$ cat config.mk
export PLATFORM = sky130hd
export DESIGN_NAME = dru_channel
export DESIGN_NICKNAME = d
export VERILOG_FILES = /design/src/rtl/dru_pkg.sv /design/src/rtl/dru_step_if.sv /design/src/rtl/dru_addr_step.sv /design/src/rtl/dru_channel.sv
export SDC_FILE = /design/constraint.sdc
export NUM_CORES = 1
export LEC_CHECK = 0
export ABC_AREA = 0
export BUFFER_PORTS_ARGS = -buffer_cell sky130_fd_sc_hd__buf_2
export CAP_MARGIN = 20
export CELL_PAD_IN_SITES_DETAIL_PLACEMENT = 1
export CELL_PAD_IN_SITES_GLOBAL_PLACEMENT = 2
export CORE_MARGIN = 1.5
export CORE_UTILIZATION = 30
export CTS_CLUSTER_DIAMETER = 200
export DETAILED_ROUTE_END_ITERATION = 7
export PLACE_DENSITY_LB_ADDON = 0.1
export RECOVER_POWER = 50
export SKIP_LAST_GASP = 1
export SLEW_MARGIN = 30
export SYNTH_ARGS = -nofsm -noshare
export SYNTH_HDL_FRONTEND = slang
export SYNTH_SLANG_ARGS = --single-unit
$ cat constraint.sdc
create_clock -name clk_sys -period 12.7 [get_ports clk_sys]
set_input_delay 0 -clock clk_sys [delete_from_list [all_inputs] [get_ports clk_sys]]
set_output_delay 0 -clock clk_sys [all_outputs]
set_load 0.01 [all_outputs]
$ cat src/rtl/dru_pkg.sv
// Constants, types and helpers for the DMA channel register-update block.
// Assumes one 40 MHz bus clock; every user writes dru_pkg::name explicitly.
// How it works
// - Source update field: fixed, offset, increment, decrement.
// - Destination update field uses the same encoding.
// - Element size gives byte, word, longword steps.
// - Drive current source address, then advance it.
// - Unaligned source element splits into smaller reads.
// - Unaligned destination element splits into smaller writes.
// - Block end returns source area to start unless rep_dst is set.
// - Block end returns destination area to start when rep_dst is set.
// - Extended area keeps upper address bits fixed.
// - Byte count drops by element bytes.
// - Zero byte count means uncounted, left unchanged.
// - CPU write wins; nonzero count clash stops.
// - Upper half reload size, lower half counter.
// - Counter reloads instead of reaching zero.
// - Enable clears on done, escape, fault, write.
// - Active is low while idle or waiting.
// - Block finishes; burst allows two more elements after the one in flight.
// - Fault clears enable and sets fault flag.
// - Escape causes set escape flag as active drops.
// - Count completion sets done flag as active drops.
// - Re-enabling clears escape flag and held request.
// - Re-enabling clears done flag and held request.
// - Offset mode adds signed offset per element.
// - Enabled area overflow sets escape and stops.
package dru_pkg;
	// Register byte addresses.
	localparam logic [4:0] OFF_SRC = 5'h00;
	localparam logic [4:0] OFF_DST = 5'h04;
	localparam logic [4:0] OFF_CNT = 5'h08;
	localparam logic [4:0] OFF_BLK = 5'h0C;
	localparam logic [4:0] OFF_MODE = 5'h10;
	localparam logic [4:0] OFF_CTRL = 5'h14;
	localparam logic [4:0] OFF_OFS = 5'h18;
	// Mode register bit positions.
	localparam int MODE_EN = 0;
	localparam int MODE_ACTIVE = 1;
	localparam int MODE_FAULT = 2;
	localparam int MODE_ESC = 3;
	localparam int MODE_ESC_IE = 4;
	localparam int MODE_DONE = 5;
	localparam int MODE_DONE_IE = 6;
	localparam int MODE_ESZ = 8;
	localparam int MODE_TMODE = 12;
	localparam int MODE_BURST = 14;
	// Address control register bit positions.
	localparam int CTRL_SUT = 0;
	localparam int CTRL_DUT = 2;
	localparam int CTRL_REP_DST = 4;
	localparam int CTRL_SAREA = 8;
	localparam int CTRL_DAREA = 16;
	localparam int CTRL_SIE = 24;
	localparam int CTRL_DIE = 25;
	// Burst elements still allowed after enable is written low.
	localparam logic [1:0] TAIL_MAX = 2'h3;
	localparam logic [15:0] BLK_LAST = 16'h0001;
	typedef enum logic [1:0] {DRU_IDLE = 2'h0, DRU_READ = 2'h1, DRU_WRITE = 2'h3} dru_fsm_e;
	typedef enum logic [1:0] {UPD_FIXED = 2'h0, UPD_OFS = 2'h1, UPD_INC = 2'h2, UPD_DEC = 2'h3} dru_upd_e;
	typedef enum logic [1:0] {TM_NORMAL = 2'h0, TM_REPEAT = 2'h1, TM_BLOCK = 2'h2} dru_tmode_e;
	// Element size code to byte count; the spare code acts as byte.
	function automatic logic [2:0] elem_bytes(input logic [1:0] esz);
		if (esz == 2'h1)
			return 3'h2;
		else if (esz == 2'h2)
			return 3'h4;
		else
			return 3'h1;
	endfunction
endpackage

$ cat src/rtl/dru_step_if.sv
// Interface between the channel and one address-step calculator.
// Assumes the calculator is purely combinational.
`timescale 1ns/1ps
interface dru_step_if;
	logic [31:0] cur;
	logic [1:0] sel;
	logic [1:0] esz;
	logic [31:0] ofs;
	logic [4:0] area;
	logic [31:0] next;
	logic ovf;
	modport calc (input cur, input sel, input esz, input ofs, input area, output next, output ovf);
	modport user (output cur, output sel, output esz, output ofs, output area, input next, input ovf);
endinterface

$ cat src/rtl/dru_addr_step.sv
// Next-address calculator for one side of the channel.
// Assumes cur is the address at which the element started.
`timescale 1ns/1ps
module dru_addr_step
(
	dru_step_if.calc sp
);
	logic [31:0] step32;
	logic [31:0] raw;
	logic [31:0] mask;

	// Area size zero means no extended area, so the mask opens every bit.
	always_comb
	begin
		step32 = {29'h0000_000, dru_pkg::elem_bytes(sp.esz)};
		case (sp.sel)
			dru_pkg::UPD_FIXED: raw = sp.cur;
			dru_pkg::UPD_OFS: raw = sp.cur + sp.ofs;
			dru_pkg::UPD_INC: raw = sp.cur + step32;
			default: raw = sp.cur - step32;
		endcase
		mask = (sp.area == 5'h00) ? 32'hFFFF_FFFF : ((32'h0000_0001 << sp.area) - 32'h0000_0001);
		sp.next = (sp.cur & ~mask) | (raw & mask);
		// Overflow is the carry or borrow out of the area.
		sp.ovf = (sp.area != 5'h00) && (sp.sel != dru_pkg::UPD_FIXED) &&
			((raw & ~mask) != (sp.cur & ~mask));
	end
endmodule

$ cat src/rtl/dru_channel.sv
// One DMA channel: address, count and block registers with their status flags.
// Assumes a bus controller that holds bus_done low until a piece completes,
// and a CPU port with single-cycle strobes and read data one cycle later.
`timescale 1ns/1ps
module dru_channel
(
	input wire logic clk_sys,
	input wire logic nrst,
	input wire logic [4:0] addr,
	input wire logic [31:0] wr_data,
	input wire logic wr_en,
	input wire logic rd_en,
	output logic [31:0] rd_data,
	input wire logic xfer_req,
	input wire logic size_err,
	input wire logic fault_in,
	input wire logic bus_done,
	output logic bus_req,
	output logic bus_wr,
	output logic [31:0] bus_addr,
	output logic [2:0] bus_len,
	output logic active,
	output logic esc_irq,
	output logic done_irq
);
	typedef struct packed {
		logic [31:0] src;
		logic [31:0] dst;
		logic [31:0] cnt;
		logic [15:0] blk_reload;
		logic [15:0] blk_cnt;
		logic [31:0] ofs;
		logic en;
		logic fault;
		logic esc;
		logic esc_ie;
		logic done;
		logic done_ie;
		logic [1:0] esz;
		logic [1:0] tmode;
		logic burst;
		logic [1:0] sut;
		logic [1:0] dut;
		logic rep_dst;
		logic [4:0] sarea;
		logic [4:0] darea;
		logic sie;
		logic die;
		dru_pkg::dru_fsm_e fsm;
		logic [31:0] src_start;
		logic [31:0] dst_start;
		logic [31:0] src_base;
		logic [31:0] dst_base;
		logic [2:0] pdone;
		logic [1:0] tail;
		logic tail_live;
		logic blk_run;
		logic err_pend;
		logic active;
		logic [31:0] rdata;
		logic bus_req;
		logic bus_wr;
		logic [31:0] bus_addr;
		logic [2:0] bus_len;
		logic esc_irq;
		logic done_irq;
	} dru_state_s;

	dru_state_s st;
	dru_state_s nx;
	logic rst_meta;
	logic rst_n_sync;
	logic [2:0] bytes;
	logic [2:0] psum;
	logic [31:0] naddr;
	logic elem_end;
	logic hw_stop;
	logic set_esc;
	logic set_done;
	logic blk_end;
	logic start;
	logic [31:0] rmux;
	dru_step_if src_sp ();
	dru_step_if dst_sp ();

	// Both calculators work from the element start, so pieces never disturb them.
	dru_addr_step u_src_step (.sp(src_sp.calc));
	dru_addr_step u_dst_step (.sp(dst_sp.calc));
	assign src_sp.cur = st.src_start;
	assign src_sp.sel = st.sut;
	assign src_sp.esz = st.esz;
	assign src_sp.ofs = st.ofs;
	assign src_sp.area = st.sarea;
	assign dst_sp.cur = st.dst_start;
	assign dst_sp.sel = st.dut;
	assign dst_sp.esz = st.esz;
	assign dst_sp.ofs = st.ofs;
	assign dst_sp.area = st.darea;

	// Largest aligned bus piece that still fits in the rest of the element.
	function automatic logic [2:0] piece_len(input logic [31:0] a, input logic [2:0] rem);
		if (rem >= 3'h4 && a[1:0] == 2'h0)
			return 3'h4;
		else if (rem >= 3'h2 && a[0] == 1'b0)
			return 3'h2;
		else
			return 3'h1;
	endfunction

	// Register address compare, shared by the read mux and the write decode.
	function automatic logic hit(input logic [4:0] a, input logic [4:0] off);
		return a == off;
	endfunction

	// Reset is released through two flops so release never races the clock.
	always_ff @(posedge clk_sys or negedge nrst)
	begin
		if (!nrst)
		begin
			rst_meta <= 1'b0;
			rst_n_sync <= 1'b0;
		end
		else
		begin
			rst_meta <= 1'b1;
			rst_n_sync <= rst_meta;
		end
	end

	// Read mux; unmapped addresses read as zero.
	always_comb
	begin
		rmux = 32'h0000_0000;
		if (hit(addr, dru_pkg::OFF_SRC))
			rmux = st.src;
		else if (hit(addr, dru_pkg::OFF_DST))
			rmux = st.dst;
		else if (hit(addr, dru_pkg::OFF_CNT))
			rmux = st.cnt;
		else if (hit(addr, dru_pkg::OFF_BLK))
			rmux = {st.blk_reload, st.blk_cnt};
		else if (hit(addr, dru_pkg::OFF_OFS))
			rmux = st.ofs;
		else if (hit(addr, dru_pkg::OFF_MODE))
		begin
			rmux[dru_pkg::MODE_EN] = st.en;
			rmux[dru_pkg::MODE_ACTIVE] = st.active;
			rmux[dru_pkg::MODE_FAULT] = st.fault;
			rmux[dru_pkg::MODE_ESC] = st.esc;
			rmux[dru_pkg::MODE_ESC_IE] = st.esc_ie;
			rmux[dru_pkg::MODE_DONE] = st.done;
			rmux[dru_pkg::MODE_DONE_IE] = st.done_ie;
			rmux[dru_pkg::MODE_ESZ +: 2] = st.esz;
			rmux[dru_pkg::MODE_TMODE +: 2] = st.tmode;
			rmux[dru_pkg::MODE_BURST] = st.burst;
		end
		else if (hit(addr, dru_pkg::OFF_CTRL))
		begin
			rmux[dru_pkg::CTRL_SUT +: 2] = st.sut;
			rmux[dru_pkg::CTRL_DUT +: 2] = st.dut;
			rmux[dru_pkg::CTRL_REP_DST] = st.rep_dst;
			rmux[dru_pkg::CTRL_SAREA +: 5] = st.sarea;
			rmux[dru_pkg::CTRL_DAREA +: 5] = st.darea;
			rmux[dru_pkg::CTRL_SIE] = st.sie;
			rmux[dru_pkg::CTRL_DIE] = st.die;
		end
	end

	// Whole next state: engine first, then CPU writes, then hardware flag events.
	always_comb
	begin
		nx = st;
		bytes = dru_pkg::elem_bytes(st.esz);
		psum = st.pdone + st.bus_len;
		naddr = 32'h0000_0000;
		elem_end = 1'b0;
		hw_stop = 1'b0;
		set_esc = 1'b0;
		set_done = 1'b0;
		blk_end = 1'b0;
		start = 1'b0;
		case (st.fsm)
			dru_pkg::DRU_IDLE:
			begin
				// Mid-block elements run without a request; a whole block ends unless a stop, a fault or a held size error cuts it short.
				start = !st.err_pend && (st.blk_run || (st.en && xfer_req) ||
					(st.tail_live && xfer_req && st.tail != dru_pkg::TAIL_MAX));
				if (st.err_pend && (st.en || st.tail_live))
				begin
					hw_stop = 1'b1;
					set_esc = 1'b1;
				end
				if (st.tail_live && !start)
					nx.tail_live = 1'b0;
				if (start)
				begin
					if (st.blk_cnt == st.blk_reload)
					begin
						nx.src_base = st.src;
						nx.dst_base = st.dst;
					end
					nx.src_start = st.src;
					nx.dst_start = st.dst;
					nx.pdone = 3'h0;
					nx.fsm = dru_pkg::DRU_READ;
					nx.bus_req = 1'b1;
					nx.bus_wr = 1'b0;
					nx.bus_addr = st.src;
					nx.bus_len = piece_len(st.src, bytes);
				end
			end
			dru_pkg::DRU_READ:
			begin
				if (bus_done)
				begin
					if (psum >= bytes)
					begin
						nx.src = src_sp.next;
						nx.pdone = 3'h0;
						nx.fsm = dru_pkg::DRU_WRITE;
						nx.bus_wr = 1'b1;
						nx.bus_addr = st.dst;
						nx.bus_len = piece_len(st.dst, bytes);
					end
					else
					begin
						naddr = st.src + {29'h0000_000, st.bus_len};
						nx.src = naddr;
						nx.pdone = psum;
						nx.bus_addr = naddr;
						nx.bus_len = piece_len(naddr, bytes - psum);
					end
				end
			end
			dru_pkg::DRU_WRITE:
			begin
				if (bus_done)
				begin
					if (psum >= bytes)
					begin
						nx.dst = dst_sp.next;
						nx.pdone = 3'h0;
						nx.fsm = dru_pkg::DRU_IDLE;
						nx.bus_req = 1'b0;
						nx.bus_wr = 1'b0;
						elem_end = 1'b1;
					end
					else
					begin
						naddr = st.dst + {29'h0000_000, st.bus_len};
						nx.dst = naddr;
						nx.pdone = psum;
						nx.bus_addr = naddr;
						nx.bus_len = piece_len(naddr, bytes - psum);
					end
				end
			end
			default: nx.fsm = dru_pkg::DRU_IDLE;
		endcase
		// End of one element: count, block counter and stop causes.
		if (elem_end)
		begin
			if (st.cnt != 32'h0000_0000)
			begin
				nx.cnt = st.cnt - {29'h0000_000, bytes};
				if (nx.cnt == 32'h0000_0000)
				begin
					hw_stop = 1'b1;
					set_done = 1'b1;
				end
			end
			if (st.tmode != dru_pkg::TM_NORMAL)
			begin
				if (st.blk_cnt == dru_pkg::BLK_LAST)
				begin
					nx.blk_cnt = st.blk_reload;
					blk_end = 1'b1;
				end
				else
					nx.blk_cnt = st.blk_cnt - dru_pkg::BLK_LAST;
			end
			if (blk_end && st.rep_dst)
				nx.dst = st.dst_base;
			else if (blk_end)
				nx.src = st.src_base;
			if (blk_end && st.tmode == dru_pkg::TM_REPEAT)
			begin
				hw_stop = 1'b1;
				set_esc = 1'b1;
			end
			nx.blk_run = (st.tmode == dru_pkg::TM_BLOCK) && !blk_end;
			if ((src_sp.ovf && st.sie) || (dst_sp.ovf && st.die) || st.err_pend)
			begin
				hw_stop = 1'b1;
				set_esc = 1'b1;
			end
			if (st.tail_live)
				nx.tail = st.tail + 2'h1;
		end
		// CPU writes land after the engine, so they win any clash.
		if (wr_en)
		begin
			if (hit(addr, dru_pkg::OFF_SRC))
				nx.src = wr_data;
			else if (hit(addr, dru_pkg::OFF_DST))
				nx.dst = wr_data;
			else if (hit(addr, dru_pkg::OFF_CNT))
				nx.cnt = wr_data;
			else if (hit(addr, dru_pkg::OFF_BLK))
			begin
				nx.blk_reload = wr_data[31:16];
				nx.blk_cnt = wr_data[15:0];
			end
			else if (hit(addr, dru_pkg::OFF_OFS))
				nx.ofs = wr_data;
			else if (hit(addr, dru_pkg::OFF_MODE))
			begin
				nx.en = wr_data[dru_pkg::MODE_EN];
				if (wr_data[dru_pkg::MODE_EN] && !st.en)
				begin
					nx.esc = 1'b0;
					nx.done = 1'b0;
					nx.err_pend = 1'b0;
				end
				else
				begin
					nx.esc = st.esc & wr_data[dru_pkg::MODE_ESC];
					nx.done = st.done & wr_data[dru_pkg::MODE_DONE];
				end
				nx.fault = st.fault & wr_data[dru_pkg::MODE_FAULT];
				// A burst stopped by software may still run a few more elements.
				if (!wr_data[dru_pkg::MODE_EN] && st.en && st.burst && st.fsm != dru_pkg::DRU_IDLE)
				begin
					nx.tail_live = 1'b1;
					nx.tail = 2'h0;
				end
				nx.esc_ie = wr_data[dru_pkg::MODE_ESC_IE];
				nx.done_ie = wr_data[dru_pkg::MODE_DONE_IE];
				nx.esz = wr_data[dru_pkg::MODE_ESZ +: 2];
				nx.tmode = wr_data[dru_pkg::MODE_TMODE +: 2];
				nx.burst = wr_data[dru_pkg::MODE_BURST];
			end
			else if (hit(addr, dru_pkg::OFF_CTRL))
			begin
				nx.sut = wr_data[dru_pkg::CTRL_SUT +: 2];
				nx.dut = wr_data[dru_pkg::CTRL_DUT +: 2];
				nx.rep_dst = wr_data[dru_pkg::CTRL_REP_DST];
				nx.sarea = wr_data[dru_pkg::CTRL_SAREA +: 5];
				nx.darea = wr_data[dru_pkg::CTRL_DAREA +: 5];
				nx.sie = wr_data[dru_pkg::CTRL_SIE];
				nx.die = wr_data[dru_pkg::CTRL_DIE];
			end
		end
		// Hardware stops and flag sets come last, so a set beats a clear.
		if (hw_stop)
		begin
			nx.en = 1'b0;
			nx.blk_run = 1'b0;
			nx.tail_live = 1'b0;
			nx.err_pend = 1'b0;
		end
		// A size error in the same cycle as a clear or a stop stays latched, so it is never lost.
		if (size_err)
			nx.err_pend = 1'b1;
		if (fault_in)
		begin
			nx.en = 1'b0;
			nx.fault = 1'b1;
			nx.fsm = dru_pkg::DRU_IDLE;
			nx.bus_req = 1'b0;
			nx.bus_wr = 1'b0;
			nx.blk_run = 1'b0;
			nx.tail_live = 1'b0;
		end
		if (set_esc)
			nx.esc = 1'b1;
		if (set_done)
			nx.done = 1'b1;
		nx.active = (nx.fsm != dru_pkg::DRU_IDLE) || nx.blk_run || nx.tail_live;
		nx.esc_irq = nx.esc & nx.esc_ie;
		nx.done_irq = nx.done & nx.done_ie;
		nx.rdata = rd_en ? rmux : 32'h0000_0000;
	end

	// Single state register; everything clears on reset.
	always_ff @(posedge clk_sys or negedge rst_n_sync)
	begin
		if (!rst_n_sync)
			st <= '0;
		else
			st <= nx;
	end

	assign rd_data = st.rdata;
	assign bus_req = st.bus_req;
	assign bus_wr = st.bus_wr;
	assign bus_addr = st.bus_addr;
	assign bus_len = st.bus_len;
	assign active = st.active;
	assign esc_irq = st.esc_irq;
	assign done_irq = st.done_irq;
endmodule

==> impl_metrics.env <==
export IMPL_tns_ps=0
export IMPL_whs_ps=39.0
export IMPL_synth_edf_count=0
export IMPL_setup_ws_ps=7010
export IMPL_worstHoldPathType="in -> reg"
export IMPL_syn2layout_area_growth_pct=10.5
export IMPL_rsz0062_at_grt="no"
export IMPL_post_place_cells=5114
export IMPL_worstPathRequired_ps=13270
export IMPL_layout_drive_gt1_share=0.118
export IMPL_port_buffers=116
export IMPL_clock_sinks=400
export IMPL_initial_utilization=0.304
export IMPL_status="finished, violations left"
export IMPL_wl_met3_mm=10.4
export IMPL_cts_path_max_buffers=3
export IMPL_final_area_um2=34900
export IMPL_whs_path_depth=5
export IMPL_ys_ff_latch=400
export IMPL_power_mw=6.36
export IMPL_hpwl_mm=128
export IMPL_ioPinCount=117
export IMPL_worst_setup_path_type="reg -> reg"
export IMPL_final_nets=3971
export IMPL_grt_total_usage=0.311
export IMPL_grt_overflow=0
export IMPL_skew_ps=67.5
export IMPL_setup_viol=0
export IMPL_ys_warn_count=0
export IMPL_r2r_start="dst_sp.esz[0]$_DFFE_PN0P_"
export IMPL_synthFlopType="dfrtp_1"
export IMPL_tightest_slew_ps=3640
export IMPL_leakagePower_nw=14.3
export IMPL_die_area_um2=107000
export IMPL_max_cap_viol_count=5
export IMPL_r2r_slack_ps=7010
export IMPL_drtPass1Iterations=7
export IMPL_synth_distinct_cells=108
export IMPL_timing_fmax_ghz=0.176
export IMPL_cts_made_buffers=53
export IMPL_powerDensity_nw_per_um2=182
export IMPL_fin_crit_ps=5690
export IMPL_grt_start_max_net_pins=147
export IMPL_cp_max_fo=7
export IMPL_wirelength_mm=170
export IMPL_vias_per_cell=5.92
export IMPL_met2_length_mm=74.6
export IMPL_reg2reg_to="st[235]$_DFF_PN0_"
export IMPL_cts_max_level=2
export IMPL_fp_row_count=118
export IMPL_dr_total_vias=31163
export IMPL_grt_pass1_vias=30424
export IMPL_violations="max-capacitance violations, max-slew violations"
export IMPL_final_cells=5264
export IMPL_cts_root_buffer="clkbuf_16"
export IMPL_highest_layer="met5"
export IMPL_cts_tree="done"
export IMPL_place_area_um2=32700
export IMPL_place_ws_ps=7130
export IMPL_slew_viol_final=174
export IMPL_post_cts_setup_buffers=0
export IMPL_clk_latency_ps=690
export IMPL_irDropWorstVdd_uv=140
export IMPL_synth_cells=3936
export IMPL_core_um2=104000
export IMPL_die_w_um=328
export IMPL_die_h_um=328
export IMPL_antenna_left=0
export IMPL_path_clk_slew_ps=60
export IMPL_syn_avg_cell_area_um2=8.03
export IMPL_period_share=0.448
export IMPL_final_cell_mix="nand2_1 (538), dfrtp_1 (398), nor2_1 (354)"
export IMPL_initialDrtViolationCount=2848
export IMPL_wl_per_cell_um=32.2
export IMPL_r2r_cells=18
export IMPL_slew_headroom=-1.43
export IMPL_layout_commonest_cell="nand2_1"
export IMPL_synth_fp_nets=4077
export IMPL_ys_seq_area_frac=0.317
export IMPL_grt_pass1_wl_mm=239
export IMPL_cp_data_arrival_time_ps=6250
export IMPL_place_congestion=0.945
export IMPL_hold_end="st[309]$_DFF_PN0_"
export IMPL_cp_end_kind="flop"
export IMPL_hold_start="wr_en"
export IMPL_cp_start_kind="flop"
export IMPL_hold_violations=0
export IMPL_syn_area_um2=31600
export IMPL_drc=0
export IMPL_async_flop_share=1.00
export IMPL_wl_met1_mm=79.3
export IMPL_fin_util=0.336
export IMPL_grt_antenna_before_repair=15
flip-flops by register name (all words and copies together), names as in the netlist:
name / cells
active: 1
bus_len: 3
rd_data: 32
esc_irq: 1
src_sp.area: 5
dst_sp.area: 5
src_sp.sel: 2
bus_addr: 32
src_sp.cur: 32
dst_sp.sel: 2
dst_sp.esz: 2
rst_n_sync: 1
st: 214
rst_meta: 1
dst_sp.cur: 32
dst_sp.ofs: 32
bus_wr: 1
bus_req: 1
done_irq: 1
per-layer routing:
layer | track usage | vias up
li1 | - | 13899
met1 | 0.449 | 16011
met2 | 0.475 | 1021
met3 | 0.0430 | 226
met4 | 0.0961 | 6
met5 | 0 | -
worst max path at each step:
stage,start,endpoint,slack (ps)
after floorplan,rst_n_sync$_DFF_PN0_,active$_DFF_PN0_,730
after global placement,src_sp.sel[0]$_DFFE_PN0P_,st[235]$_DFF_PN0_,7270
after detailed placement,dst_sp.sel[0]$_DFFE_PN0P_,active$_DFF_PN0_,7130
after CTS,dst_sp.sel[0]$_DFFE_PN0P_,active$_DFF_PN0_,7120
after global routing,dst_sp.sel[0]$_DFFE_PN0P_,active$_DFF_PN0_,6640
final,dst_sp.esz[0]$_DFFE_PN0P_,st[235]$_DFF_PN0_,7010
logic make-up (layout without fill, tap and decap cells):
| kind of cell | Yosys count | in the layout | synth area share |
|---|---|---|---|
| buf+inv | 452 | 389 | 0.0649 |
| other cells | 1 | 12 | 0.000119 |
| compound gates | 1121 | 1121 | 0.223 |
| mux | 237 | 237 | 0.0824 |
| xor+xnor | 214 | 214 | 0.0624 |
| flops | 400 | 400 | 0.317 |
| simple gates | 1415 | 1415 | 0.211 |
| fa+ha+maj | 96 | 96 | 0.0397 |
critical path, stage by stage, from the launching register on:
cell	delay, ps
dfrtp_1	390
inv_1	80
ha_1	470
inv_1	240
o21ai_0	220
ha_1	260
inv_1	80
fa_1	430
nand2b_1	190
a211oi_2	390
o21ai_1	230
o221a_2	370
o21a_1	310
o21ai_0	270
xor2_1	260
xor2_1	120
a32oi_1	290
a41oi_2	440
or3_1	500
repair_timing:
item / CTS / global route
endpoints found under the hold margin: 223 / 0
hold buffers: 39 / 0
resized for setup: 0 / 0
synthesized netlist by cell type (9+ instances only):
master	number	area share
a211oi_1	41	0.0097
a21o_1	25	0.0059
a21oi_1	315	0.050
a221oi_1	28	0.0078
a22oi_1	21	0.0050
a31oi_1	71	0.014
a32oi_1	10	0.0028
and2_1	43	0.0085
and3_1	32	0.0063
and4_1	13	0.0036
buf_1	28	0.0033
buf_2	36	0.0057
buf_4	71	0.017
clkbuf_1	244	0.029
dfrtp_1	400	0.32
ha_1	89	0.035
inv_1	63	0.0075
mux2_2	184	0.066
mux2i_1	53	0.017
nand2_1	540	0.064
nand2b_1	34	0.0067
nand3_1	84	0.013
nand3b_1	23	0.0055
nand4_1	51	0.010
nor2_1	356	0.042
nor2b_1	28	0.0055
nor3_1	78	0.012
nor3b_1	13	0.0031
nor4_1	25	0.0050
o211ai_1	26	0.0062
o21a_1	28	0.0067
o21ai_0	294	0.047
o221ai_1	27	0.0075
o22ai_1	71	0.014
o311ai_0	13	0.0036
o31ai_1	16	0.0038
o32ai_1	9	0.0025
or2_2	15	0.0030
or3_1	29	0.0057
xnor2_1	136	0.038
xor2_1	71	0.020
power breakdown:
part | total (mW) | switching (mW) | internal [mW]
Combinational | 2.87 | 1.92 | 0.948
Clock | 1.65 | 0.682 | 0.967
Sequential | 1.83 | 0.427 | 1.41
Total | 6.36 | 3.03 | 3.32
final cells by class:
class	instances	area, um^2
Antenna cell	11	27.5
Clock buffer	70	1480
Clock inverter	28	374
Fill cell	12420	69000
Inverter	65	244
Multi-Input combinational cell	3084	19600
Sequential cell	400	10000
Tap cell	1380	1730
Timing Repair Buffer	226	1440
No activity file was read; power rests on OpenSTA's default activity.
